[config.mk]
export PLATFORM = sky130hd
export DESIGN_NAME = fire_mode_override_control
export DESIGN_NICKNAME = d
export VERILOG_FILES = /design/src/verilog/fire_override_pkg.sv /design/src/verilog/fire_mode_override_control.sv
export SDC_FILE = /design/constraint.sdc
export NUM_CORES = 1
export LEC_CHECK = 0
export BUFFER_PORTS_ARGS = -buffer_cell sky130_fd_sc_hd__buf_2
export CAP_MARGIN = 15
export CORE_ASPECT_RATIO = 1.5
export CORE_MARGIN = 3
export CORE_UTILIZATION = 38
export DETAILED_ROUTE_END_ITERATION = 6
export GPL_TIMING_DRIVEN = 0
export SYNTH_ARGS = -nofsm -noshare
export SYNTH_HDL_FRONTEND = slang
export SYNTH_SLANG_ARGS = --single-unit
[constraint.sdc]
create_clock -name clk -period 2 [get_ports clk]
set_input_delay 0.1 -clock clk [delete_from_list [all_inputs] [get_ports clk]]
set_output_delay 0.1 -clock clk [all_outputs]
set_load 0.005 [all_outputs]
[src/verilog/fire_override_pkg.sv]
`default_nettype none
package fire_override_pkg;
    // ****************************************
    // register map
    // ****************************************
    localparam int ADDR_W = 8;
    localparam int DATA_W = 32;
    localparam logic [7:0] OFS_CONFIG = 8'h00;
    localparam logic [7:0] OFS_STATUS = 8'h04;
    localparam logic [7:0] OFS_IRQ_STAT = 8'h08;
    localparam logic [7:0] OFS_IRQ_MASK = 8'h0C;
    localparam logic [7:0] OFS_RESTARTS = 8'h10;

    // ****************************************
    // configuration fields
    // ****************************************
    localparam int CFG_W = 8;
    localparam logic [7:0] CFG_RESET = 8'h00;
    localparam logic [4:0] DI_FUNC_FIRST = 5'h0F;
    localparam logic [4:0] DI_FUNC_LAST = 5'h12;
    localparam int DIN_W = 4;
    localparam int DIN_OVERRIDE_IDX = 2;
    localparam logic [1:0] LOGIC_CLOSE = 2'h0;
    localparam logic [1:0] LOGIC_OPEN = 2'h1;
    localparam logic [1:0] LOGIC_OPEN_FIXED = 2'h2;
    localparam logic [1:0] LOGIC_CLOSE_FIXED = 2'h3;
    localparam logic LATCH_ON = 1'b1;

    typedef struct packed {
        logic [4:0] di_func;
        logic latch;
        logic [1:0] input_logic;
    } cfg_t;

    // ****************************************
    // protection trips
    // ****************************************
    localparam int TRIP_W = 14;
    typedef struct packed {
        logic heatsink_over_temp_trip;
        logic under_temp_trip;
        logic heatsink_sensor_fault_trip;
        logic external_trip;
        logic current_loop_loss_trip;
        logic phase_imbalance_trip;
        logic input_phase_loss_trip;
        logic comms_loss_trip;
        logic overload_accum_trip;
        logic bus_over_volt_trip;
        logic bus_under_volt_trip;
        logic fast_over_current_trip;
        logic output_over_current_trip;
        logic output_stage_trip;
    } trip_t;
    localparam logic [13:0] SUPPRESS_MASK = 14'h3FE0;
    localparam logic [13:0] RESTART_MASK = 14'h001F;

    // ****************************************
    // interrupt bits and timing
    // ****************************************
    localparam int IRQ_W = 4;
    localparam int IRQ_ENTER = 0;
    localparam int IRQ_LEAVE = 1;
    localparam int IRQ_RESTART = 2;
    localparam int IRQ_MASKED = 3;
    localparam int CLK_PERIOD_NS = 5;
    localparam int TRIP_HOLD_NS = 1000;
    localparam int RESTART_DELAY_NS = 20000;
    localparam int TRIP_HOLD_CYC =
        (TRIP_HOLD_NS + CLK_PERIOD_NS - 1) / CLK_PERIOD_NS;
    localparam int RESTART_DELAY_CYC =
        (RESTART_DELAY_NS + CLK_PERIOD_NS - 1) / CLK_PERIOD_NS;
    localparam int CNT_W = 13;

    typedef enum logic [1:0] {
        RS_IDLE,
        RS_TRIPPED,
        RS_RESET_WAIT,
        RS_RESTART
    } restart_state_t;
endpackage
`default_nettype wire
[src/verilog/fire_mode_override_control.sv]
`default_nettype none
module fire_mode_override_control
    import fire_override_pkg::*;
#(
    parameter int TRIP_HOLD = TRIP_HOLD_CYC,
    parameter int RESTART_DELAY = RESTART_DELAY_CYC
) (
    input wire logic clk,
    input wire logic reset,
    input wire logic [fire_override_pkg::ADDR_W-1:0] addr,
    input wire logic [fire_override_pkg::DATA_W-1:0] wdata,
    input wire logic wr,
    input wire logic rd,
    output logic [fire_override_pkg::DATA_W-1:0] rdata,
    input wire logic [fire_override_pkg::DIN_W-1:0] din,
    input wire logic drive_enable,
    input wire fire_override_pkg::trip_t trip_req,
    output fire_override_pkg::trip_t trip_out,
    output logic override_active,
    output logic fixed_speed_sel,
    output logic run_force,
    output logic auto_reset,
    output logic restart,
    output logic irq
);
    import fire_override_pkg::*;

    // ****************************************
    // registers
    // ****************************************
    cfg_t cfg_ff;
    logic [IRQ_W-1:0] irq_stat_ff;
    logic [IRQ_W-1:0] irq_mask_ff;
    logic [15:0] restarts_ff;
    logic [DATA_W-1:0] rdata_ff;
    logic active_ff;
    logic fixed_ff;
    trip_t trip_out_ff;
    logic auto_reset_ff;
    logic restart_ff;
    restart_state_t state_ff;
    logic [CNT_W-1:0] cnt_ff;

    logic func_ok;
    logic pin_closed;
    logic pin_active;
    logic nxt_active;
    logic [TRIP_W-1:0] allow_mask;
    logic [TRIP_W-1:0] fatal_hit;
    logic [IRQ_W-1:0] events;

    // software writes to the config word
    always_ff @(posedge clk or posedge reset) begin
        if (reset) begin
            cfg_ff <= CFG_RESET;
        end else if (wr && addr == OFS_CONFIG) begin
            cfg_ff <= wdata[CFG_W-1:0];
        end
    end

    // ****************************************
    // override decode
    // ****************************************
    // function window and input polarity
    assign func_ok = (cfg_ff.di_func >= DI_FUNC_FIRST) &&
                     (cfg_ff.di_func <= DI_FUNC_LAST);
    assign pin_closed = din[DIN_OVERRIDE_IDX];
    always_comb begin
        unique case (cfg_ff.input_logic)
            LOGIC_CLOSE: pin_active = pin_closed;
            LOGIC_OPEN: pin_active = !pin_closed;
            LOGIC_OPEN_FIXED: pin_active = !pin_closed;
            LOGIC_CLOSE_FIXED: pin_active = pin_closed;
        endcase
    end

    // latched mode holds until disable; maintained follows the pin
    always_comb begin
        if (!func_ok) begin
            nxt_active = 1'b0;
        end else if (cfg_ff.latch == LATCH_ON) begin
            // a new pulse wins over a disable in the same cycle
            nxt_active = pin_active ||
                         (active_ff && drive_enable);
        end else begin
            nxt_active = pin_active;
        end
    end

    always_ff @(posedge clk or posedge reset) begin
        if (reset) begin
            active_ff <= 1'b0;
            fixed_ff <= 1'b0;
        end else begin
            active_ff <= nxt_active;
            fixed_ff <= nxt_active &&
                        (cfg_ff.input_logic == LOGIC_CLOSE_FIXED);
        end
    end

    assign override_active = active_ff;
    assign fixed_speed_sel = fixed_ff;
    // run is held regardless of suppressed faults
    assign run_force = active_ff;

    // ****************************************
    // trip filtering
    // ****************************************
    // mask drops as soon as the override ends
    assign allow_mask = active_ff ? ~SUPPRESS_MASK
                                  : {TRIP_W{1'b1}};
    assign fatal_hit = trip_req & RESTART_MASK;

    always_ff @(posedge clk or posedge reset) begin
        if (reset) begin
            trip_out_ff <= '0;
        end else begin
            trip_out_ff <= trip_req & allow_mask;
        end
    end
    assign trip_out = trip_out_ff;

    // ****************************************
    // auto reset and restart
    // ****************************************
    // sequence is abandoned when the override ends: normal trips latch
    always_ff @(posedge clk or posedge reset) begin
        if (reset) begin
            state_ff <= RS_IDLE;
            cnt_ff <= '0;
            auto_reset_ff <= 1'b0;
            restart_ff <= 1'b0;
        end else begin
            auto_reset_ff <= 1'b0;
            restart_ff <= 1'b0;
            if (!active_ff) begin
                state_ff <= RS_IDLE;
                cnt_ff <= '0;
            end else begin
                unique case (state_ff)
                    RS_IDLE: begin
                        if (|fatal_hit) begin
                            state_ff <= RS_TRIPPED;
                            cnt_ff <= CNT_W'(TRIP_HOLD - 1);
                        end
                    end
                    RS_TRIPPED: begin
                        if (cnt_ff == '0 && !(|fatal_hit)) begin
                            auto_reset_ff <= 1'b1;
                            state_ff <= RS_RESET_WAIT;
                            cnt_ff <= CNT_W'(RESTART_DELAY - 1);
                        end else if (cnt_ff != '0) begin
                            cnt_ff <= cnt_ff - 1'b1;
                        end
                    end
                    RS_RESET_WAIT: begin
                        if (cnt_ff == '0) begin
                            state_ff <= RS_RESTART;
                        end else begin
                            cnt_ff <= cnt_ff - 1'b1;
                        end
                    end
                    RS_RESTART: begin
                        restart_ff <= 1'b1;
                        state_ff <= RS_IDLE;
                    end
                endcase
            end
        end
    end
    assign auto_reset = auto_reset_ff;
    assign restart = restart_ff;

    // restart count, saturating so it never wraps to zero
    always_ff @(posedge clk or posedge reset) begin
        if (reset) begin
            restarts_ff <= '0;
        end else if (restart_ff && restarts_ff != 16'hFFFF) begin
            restarts_ff <= restarts_ff + 16'h0001;
        end
    end

    // ****************************************
    // interrupts
    // ****************************************
    always_comb begin
        events = '0;
        events[IRQ_ENTER] = nxt_active && !active_ff;
        events[IRQ_LEAVE] = !nxt_active && active_ff;
        events[IRQ_RESTART] = restart_ff;
        events[IRQ_MASKED] = active_ff && |(trip_req & SUPPRESS_MASK);
    end

    // write one clears; a new event in the same cycle wins
    always_ff @(posedge clk or posedge reset) begin
        if (reset) begin
            irq_stat_ff <= '0;
        end else if (wr && addr == OFS_IRQ_STAT) begin
            irq_stat_ff <= (irq_stat_ff & ~wdata[IRQ_W-1:0]) | events;
        end else begin
            irq_stat_ff <= irq_stat_ff | events;
        end
    end

    always_ff @(posedge clk or posedge reset) begin
        if (reset) begin
            irq_mask_ff <= '0;
        end else if (wr && addr == OFS_IRQ_MASK) begin
            irq_mask_ff <= wdata[IRQ_W-1:0];
        end
    end
    assign irq = |(irq_stat_ff & irq_mask_ff);

    // ****************************************
    // read port
    // ****************************************
    // unmapped addresses read as zero
    always_ff @(posedge clk or posedge reset) begin
        if (reset) begin
            rdata_ff <= '0;
        end else begin
            rdata_ff <= '0;
            if (rd) begin
                unique case (addr)
                    OFS_CONFIG: rdata_ff[CFG_W-1:0] <= cfg_ff;
                    OFS_STATUS: rdata_ff[4:0] <= {state_ff, pin_active,
                                                  fixed_ff, active_ff};
                    OFS_IRQ_STAT: rdata_ff[IRQ_W-1:0] <= irq_stat_ff;
                    OFS_IRQ_MASK: rdata_ff[IRQ_W-1:0] <= irq_mask_ff;
                    OFS_RESTARTS: rdata_ff[15:0] <= restarts_ff;
                    default: rdata_ff <= '0;
                endcase
            end
        end
    end
    assign rdata = rdata_ff;
endmodule
`default_nettype wire

==> flow_summary.yaml <==
run_status:
  status: "finished, violations left"
  violations: "negative setup slack"
power:
  power_density_nw_per_um2: 732.1
  ir_drop_v: 0.0004723
  p_leak_nw: 2.578
  power_mw: 3.863
synth:
  yosys_warnings: 0
  ys.flop_type: "dfrtp_1"
  synthArstFlopShare_pct: 100.0
  synth_cell_type_count: 56
  synth-seq-area-share_pct: 51.23
  syn_inst: 372
  synth_edf_count: 0
  ys_ff_latch: 81
  synth_area_um2: 3956
  avgSynthCellArea_um2: 10.64
critical_path:
  rr_worst_depth: 7
  critical_path.startpoint: "cnt_ff[0]"
  r2r-start: "cnt_ff[0]"
  critical_path_class: "flip-flop to flip-flop"
  start_kind: "flip-flop"
  cp.arrival_ps: 2260
  r2r_slack_ps: -40
  reg2reg_to: "cnt_ff[10]"
  crit_end: "cnt_ff[10]"
  required_ps: 2220
  crit_path_end_kind: "flip-flop"
  cp_max_fo: 7
floorplanning:
  core_um2: 10130
  rows: 45
  io_pins: 115
  die_h_um: 131.0
  die_w_um: 89.31
  die-area_um2: 11700
  start_util_pct: 39.04
drt:
  first_iter_violations: 94
  ant_nets: 0
  drc: 0
  wl_per_cell_um: 15.98
  via_per_inst: 5.294
  finalWirelength_um: 9905
  first_pass_iters: 5
  vias: 3282
finish:
  syn2layout_area_growth_pct: 33.36
  seq_area_um2: 2028
  multi_input_area_um2: 1927
  layout_commonest_cell: "dfrtp_1"
  postLayoutCoreUtil_pct: 52.06
  final_cell_mix: "dfrtp_1, buf_2, buf_4"
  fillers: 919
  drive_above_1_share_pct: 34.59
  antenna_cells: 0
  final_nets: 571
sta:
  final.period_utilization_pct: 102.0
  setup_viol: 3
  period_needed_ps: 2041
  skew_ps: 12.56
  slew_violations: 0
  fmax_ghz: 0.4900
  finalHoldViolCount: 0
  tightest_slew_ps: 614.4
  setup_slack_ps: -40.79
  slew_headroom_pct: 58.86
  rsz0062_at_grt: "yes"
place:
  pre_cts_slack_ps: -398.6
  routabilityCongestion: 0.8702
  dp_hpwl_um: 7056
  port_buffers: 71
clocking:
  insertion_delay_ps: 340
  clock-sinks: 81
  clk_pin_slew_ps: 60
  clockBufferDepth: 2
  root_buffer: "clkbuf_16"
  numCtsBuffers: 9
  tritoncts: "built"
  htreeDepth: 3
hold_path:
  hp-class: "input port to flip-flop"
job:
  maxCapViolations: 0
grt:
  antenna_found_initial: 0
  grt_util_all_layers_pct: 17.40
  grt_pass1_vias: 3248
  overflow: 0
  grt_pass1_wl_um: 15760
  grt_max_degree: 34
## routing by layer
layer	global-route usage [%]	up-vias	share of wire [%]
li1	-	1562	-
met1	19.19	1623	38
met2	32.26	82	56
met3	4.141	15	3.7
met4	5.346	0	1.8
met5	0	-	0
## worst min-delay path by stage
stage / from / to / cells past startpoint
4_1_cts: trip_req[5] / trip_out[5] / 2
6_report: trip_req[5] / trip_out[5] / 2
3_3_place_gp: trip_req[2] / trip_out[2] / 1
2_1_floorplan: trip_req[0] / trip_out[0] / 0
5_1_grt: trip_req[7] / trip_out[7] / 2
3_5_place_dp: reset / trip_out[1] / 2
## layout make-up
class / instances / share of cell area [%]
timing repair buffer: 102 / 12.19
multi-input combinational: 267 / 36.52
tap: 117 / 2.774
clock inverter: 5 / 1.541
buffer: 28 / 3.415
inverter: 10 / 0.7825
sequential: 81 / 38.44
clock buffer: 10 / 4.340
## through the flow
| step | cells | hold slack [ps] | setup TNS [ps] | instance area [um^2] |
|---|---|---|---|---|
| final | 620 | 2.980 | -66.86 | 5276 |
| after global routing | 620 | 15.11 | -612.7 | 5276 |
| after CTS | 612 | 0.5151 | 0 | 5165 |
| after detailed placement | 577 | 122.6 | -4373 | 4558 |
| after global placement | 575 | 222.2 | -3694 | 4518 |
| after floorplan | 387 | 131.4 | 0 | 4016 |
## report_power, final
| part | switching [mW] | internal [mW] | total (mW) |
|---|---|---|---|
| Sequential | 0.0384 | 1.69 | 1.73 |
| Clock | 0.655 | 1.09 | 1.74 |
| Combinational | 0.201 | 0.195 | 0.396 |
## synth_stat cells (11+ instances only)
master / n / area share (%)
a21oi_1: 12 / 1.5
a22oi_1: 14 / 2.7
and3_1: 15 / 2.4
buf_4: 17 / 3.2
dfrtp_1: 81 / 51
mux2_2: 13 / 3.7
nand2_1: 25 / 2.4
nand3_1: 13 / 1.6
nor2_1: 21 / 2.0
nor2b_1: 14 / 2.2
nor3_1: 13 / 1.6
o21ai_0: 11 / 1.4
xnor2_1: 12 / 2.7
## kinds of logic (layout without fill, tap and decap cells)
group,count (synthesis),in the layout,share of synthesized area (%)
AND/OR/NAND/NOR,140,140,20.21
adder cells (fa/ha/maj),9,9,2.846
XOR/XNOR,15,15,3.321
multiplexers,14,14,3.953
other,1,16,0.09479
flip-flops,81,81,51.23
buffers and inverters,39,155,5.440
AO/OA/AOI/OAI,73,73,12.90
## state kept, by name, indices dropped and copies added (netlist names), 2 cells and up
register     count
trip_out        14
irq_mask_ff      4
irq_stat_ff      4
restarts_ff     16
rdata           16
cnt_ff          13
cfg_ff           8
state_ff         2
## critical path, cell delays in order (launching register included)
cell and delay (ps):
dfrtp_1 400, inv_2 110, ha_4 140, nor3b_4 210, nand4_4 190, o31a_1 440, o221ai_1 200, o2bb2a_2 230
## repair_timing
item / CTS / global route
setup endpoints to repair: 18 / 29
pin swaps: 5 / 7
resized for setup: 24 / 16
hold buffers: 13 / 0
cloned: 0 / 1
endpoints found under the hold margin: 28 / 0
buffers inserted: 8 / 7
Note: power is estimated with default switching activity, not from simulation.
